[src/verilog/pps_pkg.sv]
package pps_pkg;
    // clock rate in kHz; 100 MHz clock, 10 ns period
    localparam int CLK_KHZ = 100000;
    // phase times in their natural units
    localparam int BOOT_MS = 100;
    localparam int SETUP_US = 2750;
    localparam int NORMAL_PARK_MS = 20;
    localparam int FAST_PARK_US = 32;
    // derived cycle counts; microsecond times use the rate rounded down to MHz
    localparam int BOOT_CYC = BOOT_MS * CLK_KHZ;
    localparam int SETUP_CYC = SETUP_US * (CLK_KHZ / 1000);
    localparam int NORMAL_PARK_CYC = NORMAL_PARK_MS * CLK_KHZ;
    localparam int FAST_PARK_CYC = FAST_PARK_US * (CLK_KHZ / 1000);
    // timer width covers the longest count
    localparam int TMR_W = 32;
    // sequencer states
    typedef enum logic [2:0] {
        PPS_OFF,
        PPS_BOOT,
        PPS_SETUP,
        PPS_READY,
        PPS_NPARK,
        PPS_FPARK,
        PPS_PARKED
    } pps_state_type;
endpackage : pps_pkg

[src/verilog/pps_sequencer.sv]
`timescale 1ns/1ns
// Contract
// - init after reset release; irq low; then commands
// - boot takes about 100 ms
// - 2.75 ms companion setup before commands
// - normal park completes within 20 ms
// - reset only after park; irq released
// - fast park request starts fast park immediately
// - projector-on high runs, low powers down
// - reset forces illumination and array enable low
module pps_sequencer #(
    parameter int unsigned P_BOOT_CYC = pps_pkg::BOOT_CYC, // shorten in simulation
    parameter int unsigned P_SETUP_CYC = pps_pkg::SETUP_CYC,
    parameter int unsigned P_NPARK_CYC = pps_pkg::NORMAL_PARK_CYC,
    parameter int unsigned P_FPARK_CYC = pps_pkg::FAST_PARK_CYC
) (
    input wire logic i_clock,
    input wire logic i_rst,
    input wire logic i_controller_reset_n, // held low by the power monitor
    input wire logic i_fast_park_request_n, // low requests a fast park
    input wire logic i_projector_on_request, // high runs the projector
    output logic o_host_irq, // drive value of the host interrupt line
    output logic o_host_irq_oe_n, // low while the line is driven
    output logic o_cmd_ready, // serial commands may be accepted
    output logic o_companion_setup, // writing the companion chip
    output logic o_display_active, // image display running
    output logic o_park_busy, // a park of the array is under way
    output logic o_park_done, // array parked, reset may now be asserted
    output logic o_illumination_select_0,
    output logic o_illumination_select_1,
    output logic o_array_reset_enable_n
);
    import pps_pkg::*;

    pps_state_type state_q; // sequencer state
    logic [TMR_W-1:0] tmr_q; // down counter for the current phase
    logic rst_n_q; // registered controller reset, one sync stage is enough here
    logic in_reset; // controller held in reset

    // the controller reset is taken as a level; pins are synchronous to i_clock
    always_ff @(posedge i_clock)
    begin
        if (i_rst)
            rst_n_q <= 1'b0;
        else
            rst_n_q <= i_controller_reset_n;
    end

    // asserted at once from the pin, released one clock later
    assign in_reset = !i_controller_reset_n || !rst_n_q;

    // main sequencer; reset restarts it from the top on every release
    always_ff @(posedge i_clock)
    begin
        if (i_rst || in_reset)
        begin
            state_q <= PPS_OFF;
            tmr_q <= '0;
        end
        else
        begin
            case (state_q)
                PPS_OFF:
                begin
                    // boot starts only with the projector requested and no park pending
                    if (i_projector_on_request && i_fast_park_request_n)
                    begin
                        state_q <= PPS_BOOT;
                        tmr_q <= TMR_W'(P_BOOT_CYC - 1);
                    end
                end
                PPS_BOOT:
                begin
                    if (!i_fast_park_request_n)
                    begin
                        state_q <= PPS_FPARK;
                        tmr_q <= TMR_W'(P_FPARK_CYC - 1);
                    end
                    else if (tmr_q == '0)
                    begin
                        state_q <= PPS_SETUP;
                        tmr_q <= TMR_W'(P_SETUP_CYC - 1);
                    end
                    else
                        tmr_q <= tmr_q - 1'b1;
                end
                PPS_SETUP:
                begin
                    if (!i_fast_park_request_n)
                    begin
                        state_q <= PPS_FPARK;
                        tmr_q <= TMR_W'(P_FPARK_CYC - 1);
                    end
                    else if (tmr_q == '0)
                        state_q <= PPS_READY;
                    else
                        tmr_q <= tmr_q - 1'b1;
                end
                PPS_READY:
                begin
                    if (!i_fast_park_request_n)
                    begin
                        state_q <= PPS_FPARK;
                        tmr_q <= TMR_W'(P_FPARK_CYC - 1);
                    end
                    else if (!i_projector_on_request)
                    begin
                        // host has finished bus traffic before lowering the request
                        state_q <= PPS_NPARK;
                        tmr_q <= TMR_W'(P_NPARK_CYC - 1);
                    end
                end
                PPS_NPARK:
                begin
                    // a fast request overrides the slower normal park
                    if (!i_fast_park_request_n)
                    begin
                        state_q <= PPS_FPARK;
                        tmr_q <= TMR_W'(P_FPARK_CYC - 1);
                    end
                    else if (tmr_q == '0)
                        state_q <= PPS_PARKED;
                    else
                        tmr_q <= tmr_q - 1'b1;
                end
                PPS_FPARK:
                begin
                    if (tmr_q == '0)
                        state_q <= PPS_PARKED;
                    else
                        tmr_q <= tmr_q - 1'b1;
                end
                default:
                begin
                    // parked: wait for the monitor to assert reset
                    state_q <= PPS_PARKED;
                end
            endcase
        end
    end

    // interrupt line: released in reset (pull-up), driven high during init, low when done
    always_ff @(posedge i_clock)
    begin
        if (i_rst || in_reset)
        begin
            o_host_irq <= 1'b1;
            o_host_irq_oe_n <= 1'b1;
        end
        else
        begin
            o_host_irq_oe_n <= 1'b0;
            // low from init done, or from the start of a fast park in boot or setup, until reset; stays low through parking
            o_host_irq <= !(state_q == PPS_READY || state_q == PPS_NPARK || state_q == PPS_FPARK
                || state_q == PPS_PARKED);
        end
    end

    // status and array-facing outputs, all registered
    always_ff @(posedge i_clock)
    begin
        if (i_rst || in_reset)
        begin
            o_cmd_ready <= 1'b0;
            o_companion_setup <= 1'b0;
            o_display_active <= 1'b0;
            o_park_busy <= 1'b0;
            o_park_done <= 1'b0;
            o_illumination_select_0 <= 1'b0;
            o_illumination_select_1 <= 1'b0;
            o_array_reset_enable_n <= 1'b0;
        end
        else
        begin
            o_cmd_ready <= (state_q == PPS_READY);
            o_companion_setup <= (state_q == PPS_SETUP);
            o_display_active <= (state_q == PPS_READY);
            o_park_busy <= (state_q == PPS_NPARK || state_q == PPS_FPARK);
            o_park_done <= (state_q == PPS_PARKED);
            // illumination is selected only while displaying; parked array disabled
            o_illumination_select_0 <= (state_q == PPS_READY);
            o_illumination_select_1 <= 1'b0;
            o_array_reset_enable_n <= (state_q != PPS_OFF && state_q != PPS_PARKED);
        end
    end

    // park phase length counter for checks
    logic [TMR_W-1:0] park_len_q;
    always_ff @(posedge i_clock)
    begin
        if (i_rst || in_reset || !(state_q == PPS_NPARK || state_q == PPS_FPARK))
            park_len_q <= '0;
        else
            park_len_q <= park_len_q + 1'b1;
    end

    chk_reset_outputs_low: assert property (@(posedge i_clock) disable iff (i_rst)
        !rst_n_q |=> (!o_illumination_select_0 && !o_array_reset_enable_n && o_host_irq_oe_n))
        else $error("outputs not forced during reset");
    chk_irq_low_ready: assert property (@(posedge i_clock) disable iff (i_rst || in_reset)
        (state_q == PPS_READY) |=> (!o_host_irq && !o_host_irq_oe_n))
        else $error("irq not low after init");
    chk_cmd_after_setup: assert property (@(posedge i_clock) disable iff (i_rst || in_reset)
        $rose(o_cmd_ready) |-> $past(state_q, 2) == PPS_SETUP)
        else $error("commands ready without setup");
    chk_fast_park_start: assert property (@(posedge i_clock) disable iff (i_rst || in_reset)
        (!i_fast_park_request_n && state_q inside {PPS_BOOT, PPS_SETUP, PPS_READY, PPS_NPARK})
        |=> state_q == PPS_FPARK)
        else $error("fast park not started");
    chk_normal_park_bound: assert property (@(posedge i_clock) disable iff (i_rst || in_reset)
        (state_q == PPS_NPARK) |-> park_len_q < TMR_W'(P_NPARK_CYC))
        else $error("normal park too long");
    chk_fast_park_bound: assert property (@(posedge i_clock) disable iff (i_rst || in_reset)
        (state_q == PPS_FPARK) |-> park_len_q < TMR_W'(P_NPARK_CYC + P_FPARK_CYC))
        else $error("fast park too long");
    chk_off_until_on: assert property (@(posedge i_clock) disable iff (i_rst || in_reset)
        (state_q == PPS_OFF && !i_projector_on_request) |=> state_q == PPS_OFF)
        else $error("boot without request");
    chk_release_restart: assert property (@(posedge i_clock) disable iff (i_rst)
        in_reset |=> state_q == PPS_OFF)
        else $error("reset did not restart");

    cov_boot_done: cover property (@(posedge i_clock) disable iff (i_rst) $rose(o_cmd_ready));
    cov_normal_park: cover property (@(posedge i_clock) disable iff (i_rst)
        state_q == PPS_NPARK ##1 state_q == PPS_PARKED);
    cov_fast_over_normal: cover property (@(posedge i_clock) disable iff (i_rst)
        state_q == PPS_NPARK ##1 state_q == PPS_FPARK);
    cov_fast_park: cover property (@(posedge i_clock) disable iff (i_rst)
        state_q == PPS_FPARK ##1 state_q == PPS_PARKED);
endmodule : pps_sequencer
[config.mk]
export PLATFORM = sky130hd
export DESIGN_NAME = pps_sequencer
export DESIGN_NICKNAME = d
export VERILOG_FILES = /design/src/verilog/pps_pkg.sv /design/src/verilog/pps_sequencer.sv
export SDC_FILE = /design/constraint.sdc
export NUM_CORES = 1
export LEC_CHECK = 0
export ABC_AREA = 1
export BUFFER_PORTS_ARGS = -buffer_cell sky130_fd_sc_hd__buf_4
export CELL_PAD_IN_SITES_DETAIL_PLACEMENT = 0
export CELL_PAD_IN_SITES_GLOBAL_PLACEMENT = 1
export CORE_UTILIZATION = 49
export CTS_BUF_LIST = sky130_fd_sc_hd__clkbuf_4
export CTS_CLUSTER_DIAMETER = 30
export DETAILED_ROUTE_END_ITERATION = 7
export PLACE_DENSITY = 0.93
export SLEW_MARGIN = 15
export SYNTH_ARGS = -nofsm -noshare
export SYNTH_HDL_FRONTEND = slang
export SYNTH_SLANG_ARGS = --single-unit
export TNS_END_PERCENT = 20
[constraint.sdc]
create_clock -name i_clock -period 4.8 [get_ports i_clock]
set_input_delay 0.48 -clock i_clock [delete_from_list [all_inputs] [get_ports i_clock]]
set_output_delay 0.48 -clock i_clock [all_outputs]
set_load 0.01 [all_outputs]
# --- Word-level counts from Yosys, hierarchy flattened ---
# Cells that the tools add are included.
totals:
  in_bits: 5
  ff_bits: 43
  output_inout_bits: 10
classes:
  eq_ne: 11
  reduce_logical: 18
  n_mux: 19
  addsub: 1
op_table:
  columns: ["operator", "count"]
  rows:
  - ["2-to-1 mux 32 bit", 7]
  - ["case mux 32 bit (5 select lines)", 1]
  - ["zero test 32 bit", 1]
  - ["subtractor 32 x 1 -> 32 bit, second input constant", 1]
  - ["2-to-1 mux 3 bit", 9]
  - ["case mux 3 bit (6 select lines)", 1]
  - ["inequality test 3 bit, second input constant", 4]
  - ["== test 3 bit, second input constant", 3]
  - ["== test 3 x 2 -> 1 bit, second input constant", 2]
  - ["logical OR 1 bit", 6]
  - ["nonzero test 5 bit", 1]
  - ["AND reduction 4 bit", 1]
  - ["== test 3 x 1 -> 1 bit, second input constant", 1]
  - ["zero test 1 bit", 3]
  - ["zero test 3 bit", 1]
  - ["AND reduction 3 bit", 1]
  - ["nonzero test 3 bit", 1]
  - ["logical AND 1 bit", 2]
  - ["inequality test 2 bit, second input constant", 1]
  - ["OR reduction 2 bit", 1]
  - ["2-to-1 mux 1 bit", 1]

# --- Longest topological paths before layout ---
logic_depth:
  depth_word: 5
  mapped_depth: 13
  ltp_nobuf: 12

# --- Least setup slack after synthesis ---
# OpenSTA, ideal clock, no wires.
synth_path:
  path_kind: "reg-to-reg"
  from: "register tmr_q[1]"
  to: "register tmr_q[0]"
  arrival_time_ps: 1765
  path_buffers: 0
  stages_incl_launch_ff: 11
  path_slack_ps: 2940
  required_time_ps: 4705
  synth_period_minus_slack_ps: 1860
  path_cell_list: "dfxtp_1 > inv_1 > ha_1 > nand2_4 > nor2_8 > nand2_2 > nor2_4 > inv_2 > ha_1 > o21ai_0 > a221oi_1"
synth_via:
  elab_chain_cells: 4
  word_cells_on_any_way: 6
synth_lines:
  columns: ["element", "line_no", "rtl"]
  rows:
  - ["start: declaration", "pps_sequencer.sv:36", "logic [TMR_W-1:0] tmr_q;"]
  - ["start signal: assignment", "pps_sequencer.sv:69", "tmr_q <= TMR_W'(P_BOOT_CYC - 1);"]
  - ["start signal: assignment", "pps_sequencer.sv:77", "tmr_q <= TMR_W'(P_FPARK_CYC - 1);"]
  - ["start signal: assignment", "pps_sequencer.sv:82", "tmr_q <= TMR_W'(P_SETUP_CYC - 1);"]
  - ["zero test 32 bit (*)", null, null]
  - ["2-to-1 mux 32 bit, on equally long branches (2 in series)", null, null]
  - ["case mux 32 bit (5 select lines) (*)", "pps_sequencer.sv:62", "case (state_q)"]
# Mark *: on every way between the ends. The rest lies on a longest branch, timed or not.
# A chain may end at the register's enable or synchronous reset.

# --- Final worst setup path ---
layout_path:
  from: "register state_q[2]"
  to: "register tmr_q[31]"
layout_via:
  elab_chain_cells: 4
  word_cells_on_any_way: 12
layout_lines:
  columns: ["element", "line_no", "rtl"]
  rows:
  - ["start: declaration", "pps_sequencer.sv:35", "pps_state_type state_q;"]
  - ["start signal: assignment", "pps_sequencer.sv:57", "state_q <= PPS_OFF;"]
  - ["start signal: assignment", "pps_sequencer.sv:68", "state_q <= PPS_BOOT;"]
  - ["start signal: assignment", "pps_sequencer.sv:76", "state_q <= PPS_FPARK;"]
  - ["== test 3 bit or == test 3 x 2 -> 1 bit (tied branches)", "pps_sequencer.sv:62", null]
  - ["OR reduction 2 bit (no line)", null, null]
  - ["nonzero test 5 bit (no line)", null, null]
  - ["AND reduction 3 bit (no line)", null, null]
# Parallel ways exist; a longest one is shown, timed or not.

==> flow_summary.json <==
{
  "holdWs_ns": 0.260,
  "cts_buffers": 5,
  "hold_depth": 2,
  "grt_pass1_vias": 2760,
  "r2r_start": "state_q[2]$_SDFFE_PP0P_",
  "maxSlewViolCount": 0,
  "ys_seq_area_share_pct": 28.6,
  "fmax_mhz": 447,
  "fin_area_um2": 3170,
  "drc_errors": 0,
  "layout.nets": 489,
  "placement.io_buffers": 13,
  "worstSkewPairLatency_ns": 0.36,
  "place_area_um2": 3120,
  "cts_resized": 0,
  "clk_pin_slew_ns": 0.14,
  "status": "finished clean",
  "fp.dieW_um": 80.4,
  "setup_violations": 0,
  "synth-seq-cells": 43,
  "layout_common_cells": "106 x nand2_1, 75 x nor2_1, 43 x inv_1, 43 x dfxtp_1, 33 x nand3_1",
  "maxCapViolCount": 0,
  "post_cts_buffers": 0,
  "slew_headroom_pct": 66.6,
  "whs_endpoint": "rst_n_q$_SDFF_PP0_",
  "p_clk_share_pct": 28.1,
  "end_kind": "flip-flop",
  "vias": 3079,
  "syn-num-nets": 481,
  "ys_types": 41,
  "wl_per_cell_um": 14.4,
  "hold_viol": 0,
  "synth_edf_count": 0,
  "hp-start": "i_rst",
  "cp_max_fo": 19,
  "pwr_density_cell_nw_per_um2": 213,
  "critPathKind": "reg2reg",
  "synth.avg_cell_area_um2": 6.36,
  "coreArea_um2": 5920,
  "pwr-share-comb_pct": 18.5,
  "layout_commonest_cell": "nand2_1",
  "final.setup.tns_ns": 0,
  "wl_um": 8050,
  "rrSetupSlack_ns": 2.56,
  "min_period_ns": 2.24,
  "slowest_delay_ns": 0.57,
  "gp_congestion": 0.939,
  "htreeDepth": 2,
  "multi_input_area_um2": 1850,
  "yosysWarnings": 0,
  "async_flop_share_pct": 0,
  "dp_cells": 550,
  "use_met2_pct": 42.9,
  "ys.flop_type": "dfxtp_1",
  "rows": 28,
  "rr_worst_depth": 8,
  "diodes": 0,
  "hp-class": "in2reg",
  "ir_drop_v": 0.0000970,
  "grtUsageTotal_pct": 27.1,
  "antenna_found_initial": 0,
  "seq_power_share_pct": 53.4,
  "crit_top_cell": "inv_2",
  "clockBufferDepth": 2,
  "grt_pass1_wl_um": 13400,
  "cts-root-buf": "clkbuf_4",
  "skew_ns": 0.0115,
  "crit_path_start_kind": "flip-flop",
  "grtUsageMet1_pct": 38.0,
  "syn_area_um2": 3010,
  "area.sequential_um2": 861,
  "grt_max_degree": 25,
  "io_pins": 15,
  "r2r_end": "tmr_q[31]$_SDFFE_PP0P_",
  "nFillCells": 623,
  "synthCells": 474,
  "die_y_um": 80.4,
  "p_int_mw": 0.458,
  "ant_nets": 0,
  "met3_usage_pct": 3.86,
  "cts_tree": "done",
  "clock_sinks": 43,
  "switching_share_pct": 32.4,
  "drtPass1Iterations": 5,
  "finalCritPeriodShare_pct": 46.6,
  "start_util_pct": 50.9,
  "required_ns": 5.07,
  "worst_path_max_delay_cell": "dfxtp_1",
  "worst_slew_pin_slew_ns": 0.501,
  "avgViaCountPerCell": 5.52,
  "synthToLayoutAreaGrowth_pct": 5.36,
  "rsz0062_at_grt": "no",
  "hpwl_um": 6080,
  "fin_total_pwr_mw": 0.678,
  "grt.overflow.total": 0,
  "leakage_nw": 1.51,
  "crit_chain": "nor2_1 > nand2_1 > nand3_2 > inv_2 > nand2_2 > inv_2 > nand3_1 > nor3b_2",
  "switching_power_mw": 0.220,
  "arrival_ns": 2.51,
  "grt-busiest-layer": "met2",
  "dieArea_um2": 6470,
  "drt_iter0_markers": 319,
  "instances_no_fill": 558,
  "drive_gt1_share_pct": 16.4,
  "cts_hold_buffers": 0
}
[cells by family after synthesis]
logic type	Yosys count	share of synthesized area, %
xor gates and xnor gates	7	2.03
AOI/OAI and AO/OA	75	13.6
other	1	0.124
DFF	43	28.6
adders and majority gates	2	0.830
buffers and inverters	68	10.0
and+or+nand+nor	278	44.8
[synth_stat cells, drive strengths merged, types with 2 or more instances]
library cell | number | area (um^2)
a21oi | 33 | 173
nand3b | 3 | 22.5
nor3 | 11 | 65.1
dfxtp | 43 | 861
nor2 | 92 | 449
xor2 | 6 | 52.6
clkbuf | 3 | 11.3
nand2 | 123 | 519
o21a | 2 | 15.0
nand4 | 9 | 56.3
a31oi | 2 | 12.5
o21ai | 32 | 164
buf | 10 | 83.8
nand3 | 37 | 213
ha | 2 | 25.0
a21boi | 2 | 15.0
inv | 54 | 203
[stage by stage]
step | utilization (%) | setup slack [ns]
3_5_place_dp | 52.6 | 2.53
4_1_cts | 53.6 | 2.57
5_1_grt | 53.6 | 2.35
6_report | 53.6 | 2.56
2_1_floorplan | - | 2.94
3_3_place_gp | 52.6 | 2.58
[registers in the layout, indices dropped and copies added (netlist names)]
signal / flops
state_q: 3
o_park_done: 1
o_illumination_select_0: 1
o_array_reset_enable_n: 1
o_host_irq_oe_n: 1
o_companion_setup: 1
o_host_irq: 1
tmr_q: 32
rst_n_q: 1
o_park_busy: 1
[final cells by class]
class	count	area share, %
Clock buffer	6	1.42
Inverter	55	6.54
Timing Repair Buffer	14	3.31
Clock inverter	2	0.394
Sequential cell	43	27.1
Tap cell	75	2.96
Multi-Input combinational cell	363	58.3
[critical path: cells and delay by family, from the launching register on]
kind	cells	cell delay, ns
buf+inv	2	0.61
flops	1	0.57
simple gates	6	0.96
[per-layer routing]
layer,up-vias,part of all wire (%)
met2,102,45
met4,0,1.3
li1,1536,-
met3,12,5.2
met1,1429,49
met5,-,0
[power groups by stage]
stage	registers (mW)	clock network, mW	logic (mW)
after floorplan	0.369	0	0.0992
after global placement	0.369	0	0.122
after detailed placement	0.369	0	0.123
after CTS	0.362	0.194	0.124
after global routing	0.362	0.209	0.138
final	0.362	0.190	0.126
[worst max-delay path by stage]
stage	slack, ns	depth (start not counted)	to	from
2_1_floorplan	2.94	10	tmr_q[0]$_SDFFE_PP0P_	tmr_q[1]$_SDFFE_PP0P_
3_3_place_gp	2.58	10	tmr_q[31]$_SDFFE_PP0P_	i_fast_park_request_n
3_5_place_dp	2.53	10	tmr_q[31]$_SDFFE_PP0P_	i_fast_park_request_n
4_1_cts	2.57	8	tmr_q[31]$_SDFFE_PP0P_	state_q[2]$_SDFFE_PP0P_
5_1_grt	2.35	10	tmr_q[0]$_SDFFE_PP0P_	tmr_q[1]$_SDFFE_PP0P_
6_report	2.56	8	tmr_q[31]$_SDFFE_PP0P_	state_q[2]$_SDFFE_PP0P_
No activity file was read; power rests on OpenSTA's default activity.
